`src/rtl/input_qual_pkg.sv`:
```
package input_qual_pkg;
  // Field layouts
  localparam int PERIOD_W        = 8;
  localparam int GROUP_PINS      = 8;
  localparam int STBY_QUAL_W     = 6;
  localparam int SAMPLES_THREE   = 3;
  localparam int SAMPLES_SIX     = 6;
  // Reset values
  localparam logic [7:0] PERIOD_RST    = 8'h00;
  localparam logic [5:0] STBY_QUAL_RST = 6'h00;
  // Timing
  localparam int CLOCK_MHZ          = 50;
  localparam int WAKE_ACTIVE_CYCLES = 20;
  localparam int WAKE_SLEEP_CYCLES  = 1050;
  localparam int STBY_MIN_NOQUAL    = 3;
  localparam int STBY_QUAL_BASE     = 2;
  // Wake sequencer states
  typedef enum logic [2:0] {
    ST_RUN  = 3'b001,
    ST_IDLE = 3'b010,
    ST_WAKE = 3'b100
  } wake_state_t;
endpackage

```
`src/rtl/qual_pin.sv`:
```
`timescale 1ns/100ps
module qual_pin (
  // Clock and reset
  input  wire logic i_clock,
  input  wire logic i_sys_rst,
  // Control
  input  wire logic i_sample_tick,
  input  wire logic i_async_mode,
  input  wire logic i_six_sample,
  // Pin
  input  wire logic i_pin,
  // Result
  output logic      o_level
);
  logic       sync1_q;
  logic       sync2_q;
  logic [5:0] hist_q;
  logic       level_q;
  logic       all_hi;
  logic       all_lo;

  always_ff @(posedge i_clock) begin
    if (i_sys_rst) begin
      sync1_q <= 1'b0;
      sync2_q <= 1'b0;
    end else begin
      sync1_q <= i_pin;
      sync2_q <= sync1_q;
    end
  end

  always_ff @(posedge i_clock) begin
    if (i_sys_rst) begin
      hist_q <= 6'h00;
    end else if (i_sample_tick) begin
      hist_q <= {hist_q[4:0], sync2_q};
    end
  end

  // three or six
  assign all_hi = i_six_sample ? (&hist_q) : (&hist_q[2:0]);
  assign all_lo = i_six_sample ? ~(|hist_q) : ~(|hist_q[2:0]);

  always_ff @(posedge i_clock) begin
    if (i_sys_rst) begin
      level_q <= 1'b0;
    // plain synchronised path
    end else if (i_async_mode) begin
      level_q <= sync2_q;
    // unanimous window only
    end else if (all_hi) begin
      level_q <= 1'b1;
    end else if (all_lo) begin
      level_q <= 1'b0;
    end
  end

  assign o_level = level_q;
endmodule // qual_pin

```
`src/rtl/input_qualifier_wake_timing.sv`:
```
`timescale 1ns/100ps
// How it works
// The group sampling period field takes any value from 0x00 to 0xFF.
// A period field of zero samples the pin every system clock cycle.
// A nonzero period field n samples once every 2n system clock cycles.
// One period field serves a group of eight consecutive pins.
// Each pin selects three or six samples per decision.
// Three samples make a window of two sampling periods.
// Six samples make a window of five sampling periods.
// The source holds each level two cycles, or window plus period plus one cycle when qualified.
// The conversion-start interrupt input obeys the same pulse-width limits.
// An idle wake signal lasts two cycles, or five cycles plus a window when qualified.
// Wake from idle with active flash or RAM resumes within 20 cycles plus the window.
// Wake from idle with sleeping flash resumes within 1050 cycles plus the window.
// Wake latency ends at the instruction after idle; service routines add more.
// Idle ends on an enabled interrupt, watchdog, nonmaskable interrupt or reset pin.
// Standby wake qualification is a 6-bit count; the pulse lasts 3 or 2 plus count oscillator cycles.
// The qualified output changes only when all window samples agree.
// Synchronous mode passes the pin through a synchroniser with no filter.
module input_qualifier_wake_timing #(
  parameter int GROUPS = 2
) (
  // Clock and reset
  input  wire logic                         i_clock,
  input  wire logic                         i_sys_rst,
  // Qualifier configuration
  input  wire logic [GROUPS*8-1:0]          i_sample_period_divider,
  input  wire logic [GROUPS*8-1:0]          i_sync_mode,
  input  wire logic [GROUPS*8-1:0]          i_qual_sample_select_reg,
  // Pins
  input  wire logic [GROUPS*8-1:0]          i_pins,
  output logic      [GROUPS*8-1:0]          o_qualified,
  // Idle wake
  input  wire logic                         i_idle_enter,
  input  wire logic                         i_flash_sleep,
  input  wire logic [GROUPS*8-1:0]          i_wake_enable,
  input  wire logic                         i_enabled_irq,
  input  wire logic                         i_watchdog_wake_irq,
  input  wire logic                         i_ext_nonmaskable_irq,
  input  wire logic                         i_ext_reset_pin_n,
  output logic                              o_idle,
  output logic                              o_resume,
  // Standby wake qualifier on oscillator clock ticks
  input  wire logic                         i_osc_tick,
  input  wire logic [5:0]                   i_standby_wake_qual_count,
  input  wire logic                         i_standby_qual_en,
  input  wire logic                         i_standby_wake_pin,
  output logic                              o_standby_wake
);
  localparam int NPINS = GROUPS * input_qual_pkg::GROUP_PINS;

  logic [GROUPS-1:0] tick;
  logic [NPINS-1:0]  qual;

  genvar g;
  genvar p;
  generate
    for (g = 0; g < GROUPS; g++) begin : grp
      logic [8:0] cnt_q;
      logic [7:0] prd;
      assign prd = i_sample_period_divider[g*8 +: 8];
      // period divider
      always_ff @(posedge i_clock) begin
        if (i_sys_rst) begin
          cnt_q <= 9'h000;
        // Zero period ticks at once, not after a stale reload
        end else if (prd == 8'h00) begin
          cnt_q <= 9'h000;
        end else if (cnt_q == 9'h000) begin
          cnt_q <= (prd == 8'h00) ? 9'h000 : ({prd, 1'b0} - 9'h001);
        end else begin
          cnt_q <= cnt_q - 9'h001;
        end
      end
      assign tick[g] = (cnt_q == 9'h000);
      // shared tick
      for (p = 0; p < 8; p++) begin : pin
        // window spans samples minus one
        qual_pin u_pin (
          .i_clock      (i_clock),
          .i_sys_rst    (i_sys_rst),
          .i_sample_tick(tick[g]),
          .i_async_mode (i_sync_mode[g*8+p]),
          .i_six_sample (i_qual_sample_select_reg[g*8+p]),
          .i_pin        (i_pins[g*8+p]),
          .o_level      (qual[g*8+p])
        );
      end
    end
  endgenerate

  assign o_qualified = qual;

  // Wake sources; external ones synchronised
  logic [2:0] ext_s1_q;
  logic [2:0] ext_s2_q;
  always_ff @(posedge i_clock) begin
    if (i_sys_rst) begin
      ext_s1_q <= 3'h0;
      ext_s2_q <= 3'h0;
    end else begin
      ext_s1_q <= {i_watchdog_wake_irq, i_ext_nonmaskable_irq, ~i_ext_reset_pin_n};
      ext_s2_q <= ext_s1_q;
    end
  end

  logic wake_evt;
  // wake sources
  assign wake_evt = i_enabled_irq | (|ext_s2_q) | (|(qual & i_wake_enable));

  input_qual_pkg::wake_state_t state_q;
  logic [10:0] lat_q;
  logic        resume_q;

  // bounded resume latency
  always_ff @(posedge i_clock) begin
    if (i_sys_rst) begin
      state_q  <= input_qual_pkg::ST_RUN;
      lat_q    <= 11'h000;
      resume_q <= 1'b0;
    end else begin
      resume_q <= 1'b0;
      case (state_q)
        input_qual_pkg::ST_RUN: begin
          if (i_idle_enter) begin
            state_q <= input_qual_pkg::ST_IDLE;
          end
        end
        input_qual_pkg::ST_IDLE: begin
          if (wake_evt) begin
            state_q <= input_qual_pkg::ST_WAKE;
            // Pin sync and qualified level already used five cycles
            lat_q   <= i_flash_sleep ? 11'(input_qual_pkg::WAKE_SLEEP_CYCLES - 5)
                                     : 11'(input_qual_pkg::WAKE_ACTIVE_CYCLES - 5);
          end
        end
        input_qual_pkg::ST_WAKE: begin
          if (lat_q == 11'h000) begin
            state_q  <= input_qual_pkg::ST_RUN;
            resume_q <= 1'b1;
          end else begin
            lat_q <= lat_q - 11'h001;
          end
        end
        default: state_q <= input_qual_pkg::ST_RUN;
      endcase
    end
  end

  assign o_idle   = (state_q != input_qual_pkg::ST_RUN);
  assign o_resume = resume_q;

  // Standby wake qualifier: pin must hold for the count plus 2 oscillator ticks, or 3 without qualification
  logic       sb1_q;
  logic       sb2_q;
  logic [6:0] sb_cnt_q;
  logic       sb_wake_q;
  logic [6:0] sb_need;
  // standby pulse length
  assign sb_need = i_standby_qual_en ? 7'(input_qual_pkg::STBY_QUAL_BASE + i_standby_wake_qual_count)
                                     : 7'(input_qual_pkg::STBY_MIN_NOQUAL);
  always_ff @(posedge i_clock) begin
    if (i_sys_rst) begin
      sb1_q     <= 1'b0;
      sb2_q     <= 1'b0;
      sb_cnt_q  <= 7'h00;
      sb_wake_q <= 1'b0;
    end else begin
      sb1_q <= i_standby_wake_pin;
      sb2_q <= sb1_q;
      if (!sb2_q) begin
        sb_cnt_q  <= 7'h00;
        sb_wake_q <= 1'b0;
      end else if (i_osc_tick && sb_cnt_q < sb_need) begin
        sb_cnt_q <= sb_cnt_q + 7'h01;
      end else if (sb_cnt_q >= sb_need) begin
        sb_wake_q <= 1'b1;
      end
    end
  end
  assign o_standby_wake = sb_wake_q;

  // sleep wait counter
  // Too long for a delay range, so cycles are counted here
  logic [10:0] slp_wait_q;
  logic        slp_armed_q;
  always_ff @(posedge i_clock) begin
    if (i_sys_rst) begin
      slp_armed_q <= 1'b0;
      slp_wait_q  <= 11'h000;
    end else if ((state_q == input_qual_pkg::ST_IDLE) && wake_evt && i_flash_sleep) begin
      slp_armed_q <= 1'b1;
      slp_wait_q  <= 11'h000;
    end else if (resume_q) begin
      slp_armed_q <= 1'b0;
    end else if (slp_armed_q) begin
      slp_wait_q <= slp_wait_q + 11'h001;
    end
  end
endmodule // input_qualifier_wake_timing

```
`config.mk`:
```
export PLATFORM = sky130hd
export DESIGN_NAME = input_qualifier_wake_timing
export DESIGN_NICKNAME = d
export VERILOG_FILES = /design/src/rtl/input_qual_pkg.sv /design/src/rtl/qual_pin.sv /design/src/rtl/input_qualifier_wake_timing.sv
export SDC_FILE = /design/constraint.sdc
export NUM_CORES = 1
export LEC_CHECK = 0
export ABC_AREA = 1
export CORE_ASPECT_RATIO = 2
export CORE_MARGIN = 2
export CORE_UTILIZATION = 45
export CTS_CLUSTER_DIAMETER = 30
export CTS_CLUSTER_SIZE = 14
export DETAILED_ROUTE_END_ITERATION = 10
export DONT_BUFFER_PORTS = 1
export MAX_ROUTING_LAYER = met4
export SLEW_MARGIN = 10
export SYNTH_ARGS = -nofsm -noshare
export SYNTH_HDL_FRONTEND = slang
export SYNTH_SLANG_ARGS = --single-unit
export TNS_END_PERCENT = 20
```
`constraint.sdc`:
```
create_clock -name i_clock -period 4.02 [get_ports i_clock]
set_clock_uncertainty 0.15 [all_clocks]
set_input_delay 0.402 -clock i_clock [delete_from_list [all_inputs] [get_ports i_clock]]
set_output_delay 0.402 -clock i_clock [all_outputs]
set_load 0.005 [all_outputs]
```
==> summary.md <==
| Metric | Value |
|---|---|
| DRT iter0 DRCs | `141` |
| Number of global-route vias before repair | `6,749` |
| Run status | `finished clean` |
| First-pass DRT Iterations | `4` |
| Max-slew violation count | `0` |
| CTS H-tree depth | `4` |
| Cells on Worst Hold Path | `2` |
| Setup TNS Final | `0 ns` |
| Slew headroom | `50.6%` |
| Power Dens Cells | `681 mW/mm^2` |
| Core area | `0.0187 mm^2` |
| Commonest non-fill, non-tap cell in the layout | `dfxtp_1` |
| Kind of critical path | `flip-flop to flip-flop` |
| FF-to-FF Start | `grp[1].cnt_q[0]` |
| Clock latency on the worst-skew pair | `0.44 ns` |
| Initial antenna violation count | `0` |
| Final WL | `19.3 mm` |
| Grt peak-use layer | `met2` |
| Syn Nets | `1,271` |
| Yosys warning total | `0` |
| Mean post-synth cell area | `7.36 um^2` |
| Initial Util | `45.7%` |
| DRC viols | `0` |
| Mapped cell area | `0.00852 mm^2` |
| Final Hold Fails | `0` |
| Flop2flop setup slack | `1.51 ns` |
| Actual slew at the worst max-slew pin | `0.740 ns` |
| Final setup fails | `0` |
| Register area | `0.00386 mm^2` |
| GRT overflow | `0` |
| Post-DP HPWL | `13.8 mm` |
| Unique masters post-synth | `33` |
| Ports | `116` |
| F_max | `399 MHz` |
| CP Data Required Time | `4.16 ns` |
| Via density | `5.09` |
| FF-to-FF path depth | `8` |
| RSZ-0062 raised after global routing | `false` |
| Synthesized instance count | `1,158` |
| Synth top area cells | `dfxtp_1, o21ai_0, nand2_1` |
| Worst vdd ir | `380 uV` |
| Crit path arrival time | `2.65 ns` |
| Reg2reg end | `grp[1].pin[1].u_pin.hist_q[5]` |
| GR Layer Usage met3 | `3.97%` |
| Die X-Extent | `101 um` |
| Fin Hold WS | `0.00560 ns` |
| WL per Instance | `13.8 um` |
| Worst-path fanout max | `41` |
| Fin crit period | `2.51 ns` |
| Worst setup SP type | `flip-flop` |
| Multi-input gate area | `0.00369 mm^2` |
| Number of I/O port buffers | `0` |
| Clock slew at reported path FFs | `0.07 ns` |
| # diodes | `0` |
| Num rows | `71` |
| Sequential-to-total area share from yosys stat | `45.4%` |
| Clock buffer depth | `2` |
| Leading cell types in the layout, fill and taps excluded | `dfxtp_1, nand2_1, inv_1` |
| Syn-to-layout area delta | `11.6%` |
| Clk root buf | `clkbuf_16` |
| Fillers | `1,855` |
| Largest net degree at the start of global routing | `55` |
| Max Cap Violations | `0` |
| Number of synthesized register bits | `193` |
| Met1 usage | `20.0%` |
| Post-synth EDFFs | `0` |
| Min-delay worst type | `input pin to flip-flop` |
| Final nets | `1,273` |
| Post-synth top area cell | `dfxtp_1` |
| Async SR Flop Fraction | `0%` |
| CTS Buf Count | `17` |
| Period utilization | `62.4%` |
| Worst Setup End Kind | `flip-flop` |
| Post-route ant nets | `0` |
| Die height | `199 um` |
| DIE AREA | `0.0201 mm^2` |
| Vias | `7,092` |
| Gr usage total | `20.0%` |
| GR Layer Usage met2 | `36.1%` |
| First-pass GRT wire length | `30.7 mm` |
| Post_cts resized | `0` |
| Main synth FF type | `dfxtp_1` |
| Yosys top cell area share | `45.4%` |
| TritonCTS clock tree | `built` |
| Hold Startpoint | `i_sync_mode[4]` |
| Clock Sinks | `193` |
| Hold EP | `grp[0].pin[4].u_pin.o_level` |
| Pleak | `0.00411 uW` |
| Layout cells sized above 1 | `4.01%` |
| Global placement routability congestion | `0.849` |
[state kept, by name (all words and copies together) (netlist names)]
signal                 cells
grp.cnt_q                 18
grp.pin.u_pin.o_level     16
sb1_q                      1
o_standby_wake             1
grp.pin.u_pin.sync1_q     16
sb_cnt_q                   7
ext_s1_q                   3
o_resume                   1
state_q                    3
grp.pin.u_pin.hist_q      96
grp.pin.u_pin.sync2_q     16
ext_s2_q                   3
lat_q                     11
sb2_q                      1
[Yosys cell counts, types with 13 or more instances]
| master | count |
|---|---|
| a21oi_1 | 109 |
| a31oi_1 | 17 |
| buf_2 | 13 |
| buf_4 | 16 |
| clkbuf_1 | 22 |
| dfxtp_1 | 193 |
| ha_1 | 16 |
| inv_1 | 169 |
| nand2_1 | 175 |
| nand3_1 | 44 |
| nand4_1 | 34 |
| nor2_1 | 139 |
| o21ai_0 | 133 |
| xnor2_1 | 17 |
[per-layer routing]
layer | vias up | wire, um
met5 | - | 0
met4 | 0 | 631
met3 | 43 | 720
met2 | 119 | 10300
met1 | 3190 | 7640
li1 | 3740 | -
[cell families (layout without fill, tap and decap cells)]
logic type	count (synthesis)	in the layout	share of synthesized area, %
AOI/OAI and AO/OA	276	276	17.1
xor gates and xnor gates	29	29	2.98
adders and majority gates	16	16	2.35
buffers and inverters	228	243	11.4
DFF	193	193	45.4
and+or+nand+nor	416	416	20.9
[worst max-delay path by stage]
stage                                      start                       endpoint  cells past startpoint
finish                           grp[1].cnt_q[0]  grp[1].pin[1].u_pin.hist_q[5]                      8
global route                     grp[1].cnt_q[0]  grp[1].pin[3].u_pin.hist_q[5]                      8
CTS                              grp[1].cnt_q[0]  grp[1].pin[1].u_pin.hist_q[5]                      8
detailed placement               grp[1].cnt_q[0]  grp[1].pin[1].u_pin.hist_q[5]                      8
global placement                 grp[1].cnt_q[0]  grp[1].pin[1].u_pin.hist_q[5]                      8
floorplan           i_standby_wake_qual_count[1]                    sb_cnt_q[2]                     12
[cell type report]
type	count	area share [%]
multi-input cells	737	38.8
clock inverters	9	1.62
inverters	171	6.75
well taps	219	2.88
clock buffers	23	5.03
flip-flops and latches	193	40.6
repair buffers	40	4.29
[repair_timing]
action,4_1_cts,5_1_grt
buffers inserted,0,0
hold buffers,36,0
hold endpoints to repair,68,0
[where the power goes]
part	internal, uW	switching, uW
registers	2460	395
clock network	1090	728
logic	676	1130
total	4220	2250
[worst max-delay path, cell delays in order, from the launching register on]
cell and delay [ns]:
dfxtp_1 0.33, inv_1 0.07, ha_1 0.23, nand2_1 0.13
nor2_1 0.07, nand2_2 0.49, inv_1 0.55, o21ai_0 0.29
a21oi_1 0.06
[through the flow]
step | area, um^2 | instances | worst slack, ns | util (%) | total power (uW)
after floorplan | 8520 | 1158 | 1.90 | - | 4330
after global placement | 8500 | 1324 | 1.58 | 45.6 | 4640
after detailed placement | 8500 | 1324 | 1.50 | 45.6 | 4670
after CTS | 9510 | 1392 | 1.49 | 51.0 | 6540
after global routing | 9510 | 1392 | 1.16 | 51.0 | 6970
final | 9510 | 1392 | 1.51 | 51.0 | 6480
No activity file was read; power rests on OpenSTA's default activity.
